### config.mk
export PLATFORM = sky130hd
export DESIGN_NAME = asu_sync_action
export DESIGN_NICKNAME = d
export VERILOG_FILES = /design/src/common/asu_pkg.sv /design/src/verilog/asu_sync_action.sv /design/src/verilog/asu_word_bank.sv /design/src/verilog/asu_factor_detect.sv
export SDC_FILE = /design/constraint.sdc
export NUM_CORES = 1
export LEC_CHECK = 0
export ABC_AREA = 1
export BUFFER_PORTS_ARGS = -buffer_cell sky130_fd_sc_hd__buf_2
export CORE_ASPECT_RATIO = 1.75
export CORE_MARGIN = 5
export CORE_UTILIZATION = 35
export CTS_BUF_LIST = sky130_fd_sc_hd__clkbuf_8 sky130_fd_sc_hd__clkbuf_16
export DETAILED_ROUTE_END_ITERATION = 8
export GPL_TIMING_DRIVEN = 0
export HOLD_SLACK_MARGIN = 0.15
export PLACE_DENSITY = 0.51
export SETUP_SLACK_MARGIN = 0.1
export SLEW_MARGIN = 15
export SYNTH_ARGS = -nofsm -noshare
export SYNTH_HDL_FRONTEND = slang
export SYNTH_SLANG_ARGS = --single-unit
### constraint.sdc
create_clock -name core_clk -period 28 [get_ports core_clk]
set_input_delay 4.2 -clock core_clk [delete_from_list [all_inputs] [get_ports core_clk]]
set_output_delay 4.2 -clock core_clk [all_outputs]
set_load 0.02 [all_outputs]
### src/common/asu_pkg.sv
// How it works
// - One of the four axes is chosen as the monitored axis, watched in hardware.
// - Target code bits pick the next, second and third axes after the monitored one.
// - Trigger mask bits combine freely; any enabled factor fires; zero mask disables.
// - Bit 0 fires when position reaches upper compare; bit 1 when it drops below.
// - Bit 2 fires when position drops below lower compare; bit 3 when it reaches it.
// - Bit 4 fires when the monitored axis starts driving; bit 5 when it stops.
// - Bit 6 fires on a rising third general input; bit 7 on a falling one.
// - Drive code 1 starts a forward fixed-length move using the preset offset.
// - Drive code 2 starts a reverse fixed-length move using the preset offset.
// - Drive code 3 starts forward continuous output; code 4 reverse continuous output.
// - Drive starts are dropped for any target axis already moving at the trigger.
// - Code 5 halts targets with deceleration, code 6 halts at once, code 0 nothing.
// - Capture code 1 copies commanded position, code 2 encoder position, 0 nothing.
// - The captured value stays readable by the host after the trigger.
// - Load code 1 overwrites commanded position, code 2 encoder position, from preset.
// - Load code 3 makes preset the fixed-move offset; code 4 makes it the speed.
// - Per-axis source bit: 0 compares commanded position, 1 compares encoder position.
// - Writing either compare word of an axis turns off that axis's soft limit.
// - Each axis holds a host-written preset used by position, offset or speed loads.
// - The capture register is a signed 32-bit word readable by the host.
package asu_pkg;

	localparam int AXES = 4;
	localparam int BANK_WORDS = 12;

	// Byte offsets on the register bus
	localparam logic [7:0] OFS_CFG = 8'h00;
	localparam logic [7:0] OFS_SRC = 8'h04;
	localparam logic [7:0] OFS_STAT = 8'h08;
	localparam logic [7:0] OFS_CAPT = 8'h0c;
	localparam logic [7:0] OFS_CMP_HI = 8'h10;
	localparam logic [7:0] OFS_CMP_LO = 8'h20;
	localparam logic [7:0] OFS_PRESET = 8'h30;
	localparam logic [7:0] OFS_END = 8'h40;

	// Bank word index bases
	localparam logic [3:0] IDX_CMP_HI = 4'h0;
	localparam logic [3:0] IDX_CMP_LO = 4'h4;
	localparam logic [3:0] IDX_PRESET = 4'h8;

	// Writable bits and reset values
	localparam logic [31:0] CFG_WMASK = 32'h073773ff;
	localparam logic [31:0] CFG_RST = 32'h00000000;
	localparam logic [31:0] SRC_WMASK = 32'h00000f0f;
	localparam logic [31:0] SRC_RST = 32'h00000000;
	localparam logic [31:0] WORD_RST = 32'h00000000;
	localparam int SRC_SEL_LSB = 0;
	localparam int SRC_LIMIT_LSB = 8;
	localparam int STAT_DRV_LSB = 0;
	localparam int STAT_LAST_LSB = 8;

	// Cycles that edge detection is held off after a reconfiguration
	localparam logic [1:0] SETTLE_CYC = 2'h2;

	// Trigger factor bit positions
	localparam int F_GE_HI = 0;
	localparam int F_LT_HI = 1;
	localparam int F_LT_LO = 2;
	localparam int F_GE_LO = 3;
	localparam int F_DRV_BEGIN = 4;
	localparam int F_DRV_END = 5;
	localparam int F_GIN3_RISE = 6;
	localparam int F_GIN3_FALL = 7;

	typedef enum logic [2:0] {
		DRV_NONE = 3'h0,
		DRV_FIXED_FWD = 3'h1,
		DRV_FIXED_REV = 3'h2,
		DRV_CONT_FWD = 3'h3,
		DRV_CONT_REV = 3'h4,
		DRV_DECEL_HALT = 3'h5,
		DRV_INSTANT_HALT = 3'h6
	} asu_drv_t;

	typedef enum logic [1:0] {
		CAP_NONE = 2'h0,
		CAP_COMMANDED = 2'h1,
		CAP_ENCODER = 2'h2
	} asu_cap_t;

	typedef enum logic [2:0] {
		LOAD_NONE = 3'h0,
		LOAD_COMMANDED = 3'h1,
		LOAD_ENCODER = 3'h2,
		LOAD_OFFSET = 3'h3,
		LOAD_SPEED = 3'h4
	} asu_load_t;

	typedef enum logic [1:0] {
		BUS_IDLE = 2'b00,
		BUS_PEND = 2'b01,
		BUS_ACK = 2'b10
	} asu_bus_st_t;

	// Configuration word layout, low bits last
	typedef struct packed {
		logic [4:0] rsv4;
		logic [2:0] load_action_code;
		logic [1:0] rsv3;
		logic [1:0] capture_action_code;
		logic rsv2;
		logic [2:0] drive_action_code;
		logic rsv1;
		logic [2:0] target_axis_code;
		logic [1:0] rsv0;
		logic [1:0] monitored_axis;
		logic [7:0] trigger_factor_mask;
	} asu_cfg_t;

	typedef struct packed {
		logic [31:0] commanded_position_counter;
		logic [31:0] encoder_position_counter;
		logic driving;
	} asu_axis_in_t;

	typedef struct packed {
		logic fixed_pulse_forward;
		logic fixed_pulse_reverse;
		logic continuous_pulse_forward;
		logic continuous_pulse_reverse;
		logic decelerating_halt;
		logic instant_halt;
		logic load_commanded_position;
		logic load_encoder_position;
		logic load_pulse_offset;
		logic load_drive_speed;
	} asu_axis_act_t;

endpackage

### src/verilog/asu_sync_action.sv
`timescale 1ns/1ps
module asu_sync_action #(
	parameter int AXES = 4
) (
	input wire logic core_clk,
	input wire logic rstn,
	input wire logic wb_cyc_i,
	input wire logic wb_stb_i,
	input wire logic wb_we_i,
	input wire logic [7:0] wb_adr_i,
	input wire logic [3:0] wb_sel_i,
	input wire logic [31:0] wb_dat_i,
	output logic [31:0] wb_dat_o,
	output logic wb_ack_o,
	input wire asu_pkg::asu_axis_in_t [AXES-1:0] axis_in,
	input wire logic [AXES-1:0] gin3_pin,
	output asu_pkg::asu_axis_act_t [AXES-1:0] axis_act,
	output logic [AXES-1:0][31:0] preset_value,
	output logic [AXES-1:0] soft_limit_en
);
	import asu_pkg::*;

	// The rotation of target codes is defined for exactly four axes
	initial begin
		if (AXES != asu_pkg::AXES) begin
			$error("asu_sync_action: only four axes are supported");
		end
	end

	// Reset release through two flops
	logic rst_meta_q;
	logic rst_n;
	always_ff @(posedge core_clk or negedge rstn) begin
		if (!rstn) begin
			rst_meta_q <= 1'b0;
			rst_n <= 1'b0;
		end else begin
			rst_meta_q <= 1'b1;
			rst_n <= rst_meta_q;
		end
	end

	// General input pins are asynchronous: two flops each
	logic [AXES-1:0] gin3_meta_q;
	logic [AXES-1:0] gin3_q;
	generate
		for (genvar a = 0; a < AXES; a++) begin : g_gin_sync
			always_ff @(posedge core_clk or negedge rst_n) begin
				if (!rst_n) begin
					gin3_meta_q[a] <= 1'b0;
					gin3_q[a] <= 1'b0;
				end else begin
					gin3_meta_q[a] <= gin3_pin[a];
					gin3_q[a] <= gin3_meta_q[a];
				end
			end
		end
	endgenerate

	// Re-learn levels once the pin syncs have filled, so a high pin is no edge
	logic boot_q;
	always_ff @(posedge core_clk or negedge rst_n) begin
		if (!rst_n) begin
			boot_q <= 1'b1;
		end else begin
			boot_q <= 1'b0;
		end
	end

	// Bus handshake state
	asu_bus_st_t st_q;
	asu_bus_st_t st_d;
	logic req;
	logic wr_commit;
	logic in_bank;
	logic [3:0] bank_idx;
	logic [31:0] bank_rd;
	logic [BANK_WORDS-1:0][31:0] bank_words;
	logic [31:0] dat_d;
	logic [31:0] wmerge;

	// Configuration and status state
	asu_cfg_t cfg_q;
	asu_cfg_t cfg_d;
	logic [31:0] src_q;
	logic [31:0] src_d;
	logic [31:0] capture_q;
	logic [31:0] capture_d;
	logic [7:0] last_q;
	logic [7:0] last_d;
	asu_axis_act_t [AXES-1:0] act_d;

	// Trigger path
	logic [1:0] mon;
	logic [3:0] mon_oh;
	logic [3:0] tgt_mask;
	logic [31:0] cmp_hi;
	logic [31:0] cmp_lo;
	logic [31:0] watched_pos;
	logic [7:0] factors;
	logic [7:0] fired;
	logic fire;
	logic restart;

	assign req = wb_cyc_i && wb_stb_i;
	assign wr_commit = (st_q == BUS_PEND) && wb_we_i;
	assign in_bank = (wb_adr_i >= OFS_CMP_HI) && (wb_adr_i < OFS_END);
	assign bank_idx = wb_adr_i[5:2] - IDX_PRESET + IDX_CMP_LO;

	// Request seen, one cycle for the bank read, then ack
	always_comb begin
		st_d = st_q;
		unique case (st_q)
			BUS_IDLE: begin
				if (req) begin
					st_d = BUS_PEND;
				end
			end
			BUS_PEND: begin
				st_d = BUS_ACK;
			end
			BUS_ACK: begin
				st_d = BUS_IDLE;
			end
			default: begin
				st_d = BUS_IDLE;
			end
		endcase
	end

	// Merge write data into a word by byte lanes
	function automatic logic [31:0] lane_merge(input logic [31:0] old,
		input logic [31:0] data, input logic [3:0] sel, input logic [31:0] wmask);
		logic [31:0] r;
		r = old;
		for (int b = 0; b < 4; b++) begin
			if (sel[b]) begin
				r[b*8 +: 8] = data[b*8 +: 8];
			end
		end
		return r & wmask;
	endfunction

	// Read mux, captured into the data register just before ack
	always_comb begin
		dat_d = wb_dat_o;
		if (st_q == BUS_PEND && !wb_we_i) begin
			if (in_bank) begin
				dat_d = bank_rd;
			end else begin
				unique case (wb_adr_i)
					OFS_CFG: dat_d = cfg_q;
					OFS_SRC: dat_d = src_q;
					OFS_STAT: begin
						dat_d = 32'h00000000;
						for (int a = 0; a < AXES; a++) begin
							dat_d[STAT_DRV_LSB + a] = axis_in[a].driving;
						end
						dat_d[STAT_LAST_LSB +: 8] = last_q;
					end
					OFS_CAPT: dat_d = capture_q;
					default: dat_d = 32'h00000000;
				endcase
			end
		end
	end

	always_ff @(posedge core_clk or negedge rst_n) begin
		if (!rst_n) begin
			st_q <= BUS_IDLE;
			wb_dat_o <= 32'h00000000;
		end else begin
			st_q <= st_d;
			wb_dat_o <= dat_d;
		end
	end

	assign wb_ack_o = (st_q == BUS_ACK);

	// Compare, preset words; index 0-3 upper, 4-7 lower, 8-11 preset
	asu_word_bank #(
		.W(32),
		.WORDS(BANK_WORDS),
		.AW(4)
	) u_bank (
		.clk(core_clk),
		.rst_n(rst_n),
		.wr_en(wr_commit && in_bank),
		.wr_idx(bank_idx),
		.wr_sel(wb_sel_i),
		.wr_data(wb_dat_i),
		.rd_idx(bank_idx),
		.rd_data(bank_rd),
		.hi_idx(IDX_CMP_HI + {2'b00, mon}),
		.lo_idx(IDX_CMP_LO + {2'b00, mon}),
		.hi_data(cmp_hi),
		.lo_data(cmp_lo),
		.words(bank_words)
	);

	// Presets drive the axes directly so a load can use them on the trigger
	generate
		for (genvar a = 0; a < AXES; a++) begin : g_preset
			assign preset_value[a] = bank_words[32'(IDX_PRESET) + a];
		end
	endgenerate

	// Monitored axis and the target set relative to it
	function automatic logic [3:0] target_decode(input logic [1:0] m, input logic [2:0] code);
		logic [3:0] r;
		logic [1:0] idx;
		r = 4'h0;
		for (int k = 0; k < 3; k++) begin
			idx = m + 2'(k + 1);
			r[idx] = code[k];
		end
		return r;
	endfunction

	assign mon = cfg_q.monitored_axis;
	assign mon_oh = 4'h1 << mon;
	assign tgt_mask = target_decode(mon, cfg_q.target_axis_code);
	// Source bit picks encoder or commanded count for the monitored axis
	assign watched_pos = src_q[SRC_SEL_LSB + 32'(mon)] ?
		axis_in[mon].encoder_position_counter :
		axis_in[mon].commanded_position_counter;

	// Reconfiguring invalidates the remembered levels of the old selection
	assign restart = boot_q || (wr_commit && (wb_adr_i == OFS_CFG || wb_adr_i == OFS_SRC));

	asu_factor_detect u_detect (
		.clk(core_clk),
		.rst_n(rst_n),
		.restart(restart),
		.position(watched_pos),
		.cmp_hi(cmp_hi),
		.cmp_lo(cmp_lo),
		.driving(axis_in[mon].driving),
		.gin3(gin3_q[mon]),
		.factors(factors)
	);

	assign fired = factors & cfg_q.trigger_factor_mask;
	assign fire = |fired;

	// Host-visible configuration, capture and status
	always_comb begin
		cfg_d = cfg_q;
		src_d = src_q;
		capture_d = capture_q;
		last_d = last_q;
		if (wr_commit && wb_adr_i == OFS_CFG) begin
			cfg_d = lane_merge(cfg_q, wb_dat_i, wb_sel_i, CFG_WMASK);
		end
		if (wr_commit && wb_adr_i == OFS_SRC) begin
			src_d = lane_merge(src_q, wb_dat_i, wb_sel_i, SRC_WMASK);
		end
		if (wr_commit && in_bank && bank_idx < IDX_PRESET && wb_sel_i != 4'h0) begin
			src_d[SRC_LIMIT_LSB + 32'(bank_idx[1:0])] = 1'b0;
		end
		if (fire) begin
			last_d = fired;
			unique case (cfg_q.capture_action_code)
				CAP_COMMANDED: capture_d = axis_in[mon].commanded_position_counter;
				CAP_ENCODER: capture_d = axis_in[mon].encoder_position_counter;
				default: capture_d = capture_q;
			endcase
		end
	end

	always_ff @(posedge core_clk or negedge rst_n) begin
		if (!rst_n) begin
			cfg_q <= CFG_RST;
			src_q <= SRC_RST;
			capture_q <= WORD_RST;
			last_q <= 8'h00;
		end else begin
			cfg_q <= cfg_d;
			src_q <= src_d;
			capture_q <= capture_d;
			last_q <= last_d;
		end
	end

	assign soft_limit_en = src_q[SRC_LIMIT_LSB +: 4];

	// Per-axis action pulses, one cycle, on the clock after the factor
	generate
		for (genvar a = 0; a < AXES; a++) begin : g_act
			logic tgt;
			logic idle;
			logic ld;
			assign tgt = tgt_mask[a];
			// Starts are dropped for an axis that is already moving
			assign idle = tgt && !axis_in[a].driving;
			// Loads reach the monitored axis as well as the targets
			assign ld = tgt || mon_oh[a];
			always_comb begin
				act_d[a] = '0;
				if (fire) begin
					act_d[a].fixed_pulse_forward =
						idle && cfg_q.drive_action_code == DRV_FIXED_FWD;
					act_d[a].fixed_pulse_reverse =
						idle && cfg_q.drive_action_code == DRV_FIXED_REV;
					act_d[a].continuous_pulse_forward =
						idle && cfg_q.drive_action_code == DRV_CONT_FWD;
					act_d[a].continuous_pulse_reverse =
						idle && cfg_q.drive_action_code == DRV_CONT_REV;
					act_d[a].decelerating_halt =
						tgt && cfg_q.drive_action_code == DRV_DECEL_HALT;
					act_d[a].instant_halt =
						tgt && cfg_q.drive_action_code == DRV_INSTANT_HALT;
					act_d[a].load_commanded_position =
						ld && cfg_q.load_action_code == LOAD_COMMANDED;
					act_d[a].load_encoder_position =
						ld && cfg_q.load_action_code == LOAD_ENCODER;
					act_d[a].load_pulse_offset =
						ld && cfg_q.load_action_code == LOAD_OFFSET;
					act_d[a].load_drive_speed =
						ld && cfg_q.load_action_code == LOAD_SPEED;
				end
			end
			always_ff @(posedge core_clk or negedge rst_n) begin
				if (!rst_n) begin
					axis_act[a] <= '0;
				end else begin
					axis_act[a] <= act_d[a];
				end
			end
		end
	endgenerate
endmodule

### src/verilog/asu_word_bank.sv
`timescale 1ns/1ps
module asu_word_bank #(
	parameter int W = 32,
	parameter int WORDS = 12,
	parameter int AW = 4
) (
	input wire logic clk,
	input wire logic rst_n,
	input wire logic wr_en,
	input wire logic [AW-1:0] wr_idx,
	input wire logic [W/8-1:0] wr_sel,
	input wire logic [W-1:0] wr_data,
	input wire logic [AW-1:0] rd_idx,
	output logic [W-1:0] rd_data,
	input wire logic [AW-1:0] hi_idx,
	input wire logic [AW-1:0] lo_idx,
	output logic [W-1:0] hi_data,
	output logic [W-1:0] lo_data,
	output logic [WORDS-1:0][W-1:0] words
);
	import asu_pkg::*;

	initial begin
		if (W % 8 != 0 || WORDS < 2 || (1 << AW) < WORDS) begin
			$error("asu_word_bank: unsupported geometry");
		end
	end

	logic [WORDS-1:0][W-1:0] mem_d;
	logic [W-1:0] rd_d;
	logic [W-1:0] hi_d;
	logic [W-1:0] lo_d;

	// Byte-lane write and three registered read ports
	always_comb begin
		mem_d = words;
		if (wr_en && 32'(wr_idx) < WORDS) begin
			for (int b = 0; b < W / 8; b++) begin
				if (wr_sel[b]) begin
					mem_d[wr_idx][b*8 +: 8] = wr_data[b*8 +: 8];
				end
			end
		end
		// Out-of-range indices read zero rather than wrap
		rd_d = (32'(rd_idx) < WORDS) ? words[rd_idx] : '0;
		hi_d = (32'(hi_idx) < WORDS) ? words[hi_idx] : '0;
		lo_d = (32'(lo_idx) < WORDS) ? words[lo_idx] : '0;
	end

	always_ff @(posedge clk or negedge rst_n) begin
		if (!rst_n) begin
			words <= '0;
			rd_data <= '0;
			hi_data <= '0;
			lo_data <= '0;
		end else begin
			words <= mem_d;
			rd_data <= rd_d;
			hi_data <= hi_d;
			lo_data <= lo_d;
		end
	end
endmodule

### src/verilog/asu_factor_detect.sv
`timescale 1ns/1ps
module asu_factor_detect (
	input wire logic clk,
	input wire logic rst_n,
	input wire logic restart,
	input wire logic [31:0] position,
	input wire logic [31:0] cmp_hi,
	input wire logic [31:0] cmp_lo,
	input wire logic driving,
	input wire logic gin3,
	output logic [7:0] factors
);
	import asu_pkg::*;

	logic ge_hi;
	logic ge_lo;
	logic [3:0] prev_d;
	logic [3:0] prev_q;
	logic [1:0] settle_d;
	logic [1:0] settle_q;
	logic [7:0] fac_d;

	// Signed comparisons against both compare words
	assign ge_hi = $signed(position) >= $signed(cmp_hi);
	assign ge_lo = $signed(position) >= $signed(cmp_lo);

	// Edges of the level conditions become single-cycle factors
	always_comb begin
		prev_d = {gin3, driving, ge_lo, ge_hi};
		settle_d = settle_q;
		fac_d = '0;
		if (restart) begin
			settle_d = SETTLE_CYC;
		end else if (settle_q != 2'h0) begin
			// Previous levels are stale after a reconfiguration
			settle_d = settle_q - 2'h1;
		end else begin
			fac_d[F_GE_HI] = ge_hi && !prev_q[0];
			fac_d[F_LT_HI] = !ge_hi && prev_q[0];
			fac_d[F_LT_LO] = !ge_lo && prev_q[1];
			fac_d[F_GE_LO] = ge_lo && !prev_q[1];
			fac_d[F_DRV_BEGIN] = driving && !prev_q[2];
			fac_d[F_DRV_END] = !driving && prev_q[2];
			fac_d[F_GIN3_RISE] = gin3 && !prev_q[3];
			fac_d[F_GIN3_FALL] = !gin3 && prev_q[3];
		end
	end

	// Settle after reset too, so power-up levels fire nothing
	always_ff @(posedge clk or negedge rst_n) begin
		if (!rst_n) begin
			prev_q <= 4'h0;
			settle_q <= SETTLE_CYC;
			factors <= 8'h00;
		end else begin
			prev_q <= prev_d;
			settle_q <= settle_d;
			factors <= fac_d;
		end
	end
endmodule

==> metrics.md <==
| Metric | Value |
|---|---|
| Most instantiated cells after synthesis | 885 x nand2_1, 646 x dfrtp_1, 351 x inv_1 |
| Pins Over Slew Limit | 0 |
| CTS Sinks | 648 |
| Post-Syn Area per Cell | 8.47 um2 |
| Main synth FF type | dfrtp_1 |
| Post-CTS Setup Repair Bufs | 0 |
| Crit path kind | input port to flop |
| Yosys cell types | 43 |
| Slew @ Worst Pin | 1.38 ns |
| TritonRoute pass-1 iters | 6 |
| DIE HEIGHT | 414 um |
| Share of layout cells above drive strength 1 | 19.9% |
| CTS Buf Count | 68 |
| Most frequent cell after synthesis | nand2_1 |
| Max Freq | 0.127 GHz |
| Hold buffer count at cts | 0 |
| Rel. slew slack | 7.84% |
| CP Cell Sequence | buf_2, inv_1, clkbuf_1, buf_1, ha_1, clkbuf_1, buf_1, o211ai_1, a21oi_1 |
| FP Rows | 148 |
| Port bufs | 516 |
| Initial antenna violation count | 7 |
| Congestion Overflow GR | 0 |
| Crit Path Max Fanout | 11 |
| Total power | 2.17 mW |
| Post-CTS Resized | 0 |
| Clock Pin Slew Worst Setup and Hold Paths | 0.06 ns |
| Total Wirelength | 162000 um |
| CTS tree | done |
| Starting density of the core | 35.2% |
| Min-Delay Path Class | flop to asynchronous set/reset pin |
| Die footprint | 99700 um2 |
| Fin Clk Skew | 0.0261 ns |
| Ys Warns | 0 |
| Remaining DRCs | 0 |
| Clock root buffer | clkbuf_16 |
| Post-DP HPWL | 127000 um |
| Worst Path Buf+Inv | 6 |
| CP delay by family, top | buffers and inverters |
| H-tree Lvls | 3 |
| Syn nets | 4237 |
| IO Pins | 518 |
| Mapped Cells | 3853 |
| Via count | 31400 |
| Wire per inst | 28.5 um |
| Slowest stage cell, crit path | buf_1 |
| Vias in the first global route | 31700 |
| CORE AREA | 92800 um2 |
| Cell taking the most area after synthesis | dfrtp_1 |
| Min Tclk post-route | 7.87 ns |
| # setup viols final | 0 |
| Filler Cell Count | 9626 |
| First-pass GRT wire length | 227000 um |
| Mapped cell area | 32700 um2 |
| Hold Vio Cnt, Final | 0 |
| Antenna-violating nets left | 0 |
| RSZ-0062 raised after global routing | false |
| R2r setup slk | 22.40 ns |
| Seq/Total Area, Yosys | 49.7% |
| Clk buf depth | 3 |
| Critical path arrival | 8.42 ns |
| Drt initial violations | 2986 |
| Nets@finish | 4836 |
| VDD IR max | 41.6 uV |
| DIE WIDTH | 241 um |
| Drt via density | 5.51 |
| Async S/R FF share, synth | 100% |
| Status | completed |
| Final Wtd Congestion | 0.982 |
| Setup TNS | 0 ns |
| Critical Path End Type | flop |
| Seq cells post-synth | 648 |
| Worst-Skew Late Latency | 0.66 ns |
| Total GRT Usage | 31.5% |
| CP peak stage delay | 0.75 ns |
| Post-synth EDFFs | 0 |
| Worst Path Required | 28.54 ns |
| Synth top area share | 49.5% |
| Max-cap violations | 0 |
| Syn-to-layout area delta | 20.4% |
| Leading post-synthesis cells by cell area | dfrtp_1 50%, nand2_1 10%, o21ai_1 5.0% |
| LEAKAGE | 19.4 nW |
| PD cells | 55.3 nW/um2 |
| Ratio of final minimum period to clock period | 28.1% |
| Startpoint Class | input port |
| Largest net degree at the start of global routing | 62 |
[cells in the final DEF (no fill, tap or decap), types with 5 or more instances in the layout]
master	count
a221oi_1	31
a2bb2oi_1	8
o21ai_0	202
nor2_1	121
o22ai_1	37
or2_2	5
o2111ai_1	10
clkbuf_8	11
inv_1	363
dfrtp_1	645
o211ai_1	30
o21a_1	9
o221ai_1	55
buf_4	132
o21ai_1	325
clkbuf_1	147
a22oi_1	179
clkinv_2	11
nand4_1	21
nand2_1	885
a22o_1	21
a21oi_1	202
ha_1	71
nor3_1	8
buf_16	10
nand3_1	184
clkbuf_16	72
buf_1	35
buf_2	575
nand2_4	40
buf_6	5
nor2_2	5
[per-stage QoR]
stage | instances | setup WS, ns | util (%) | instance area [um2] | hold slack [ns]
6_report | 5701 | 20.13 | 42.4 | 39300 | 0.186
2_1_floorplan | 3853 | 8.60 | - | 32700 | 0.331
3_3_place_gp | 5569 | -0.0106 | 39.6 | 36700 | 0.336
5_1_grt | 5699 | 20.26 | 42.4 | 39300 | 0.212
3_5_place_dp | 5582 | 19.76 | 40.0 | 37100 | 0.197
4_1_cts | 5697 | 20.46 | 42.4 | 39300 | 0.198
[worst reg2reg max path, cell delays in order (launching register included)]
cell      delay, ns
dfrtp_1        0.36
clkbuf_1       0.21
nor2_1         0.89
clkbuf_1       0.68
buf_2          0.43
a22oi_1        0.12
nand3_1        0.14
inv_1          0.04
o21ai_0        0.58
ha_1           0.29
nand2_1        0.09
nor2_1         0.13
nand2_1        0.13
nor4_1         0.65
nand2_1        0.20
nand3_1        0.13
nand2_1        0.06
nor2_1         0.25
nor2_1         0.08
[per-layer routing]
layer  global-route usage, %  routed length (um)  share of wire, %
met4                    25.8               16900                10
met3                    5.34               11100               6.8
met2                    54.2               79600                49
met1                    33.2               54800                34
met5                       0                  13            0.0080
[sequential cells by signal, indices dropped and copies added (netlist names), 8 cells and up]
name	count
u_bank.words	384
axis_act	40
capture_q	32
u_bank.hi_data	32
u_bank.lo_data	32
u_bank.rd_data	32
wb_dat_o	32
cfg_q	19
last_q	8
src_q	8
u_detect.factors	8
[cell type report]
class	count	area (um2)	share of cell area, %
clock inverters	32	263	0.668
clock buffers	83	1950	4.97
flip-flops and latches	648	16200	41.3
diodes	4	10.0	0.0255
plain buffers	380	2040	5.18
well taps	1200	1500	3.82
multi-input cells	2468	13100	33.2
repair buffers	529	2920	7.42
inverters	357	1340	3.41
[path summary, 6_finish.rpt]
| kind | endpoint | cells past startpoint | start |
|---|---|---|---|
| min reg2reg | u_bank.words[252]$_DFFE_PN0P_ | 0 | rst_n$_DFF_PN0_ |
| min | u_bank.words[252]$_DFFE_PN0P_ | 0 | rst_n$_DFF_PN0_ |
| max reg2reg | u_detect.factors[0]$_DFF_PN0_ | 18 | mon[1]$_DFFE_PN0P_ |
| min in group core_clk | gin3_q[0]$_DFF_PN0_ | 0 | gin3_meta_q[0]$_DFF_PN0_ |
| max | u_bank.rd_data[30]$_DFF_PN0_ | 9 | wb_adr_i[4] |
| max in group asynchronous | rst_n$_DFF_PN0_ | 1 | rstn |
[cells by family after synthesis]
| logic type | count (synthesis) | synth area share [%] |
|---|---|---|
| buffers and inverters | 737 | 10.3 |
| adders and majority gates | 71 | 2.72 |
| AOI/OAI and AO/OA | 1114 | 20.4 |
| other | 2 | 0.0230 |
| and+or+nand+nor | 1281 | 16.9 |
| DFF | 648 | 49.7 |
[power breakdown]
| group | switching (mW) | internal (mW) | leakage, nW |
|---|---|---|---|
| clock network | 0.406 | 0.522 | 1.14 |
| registers | 0.0291 | 0.968 | 8.76 |
| logic | 0.177 | 0.0708 | 9.48 |
Note: power is estimated with default switching activity, not from simulation.
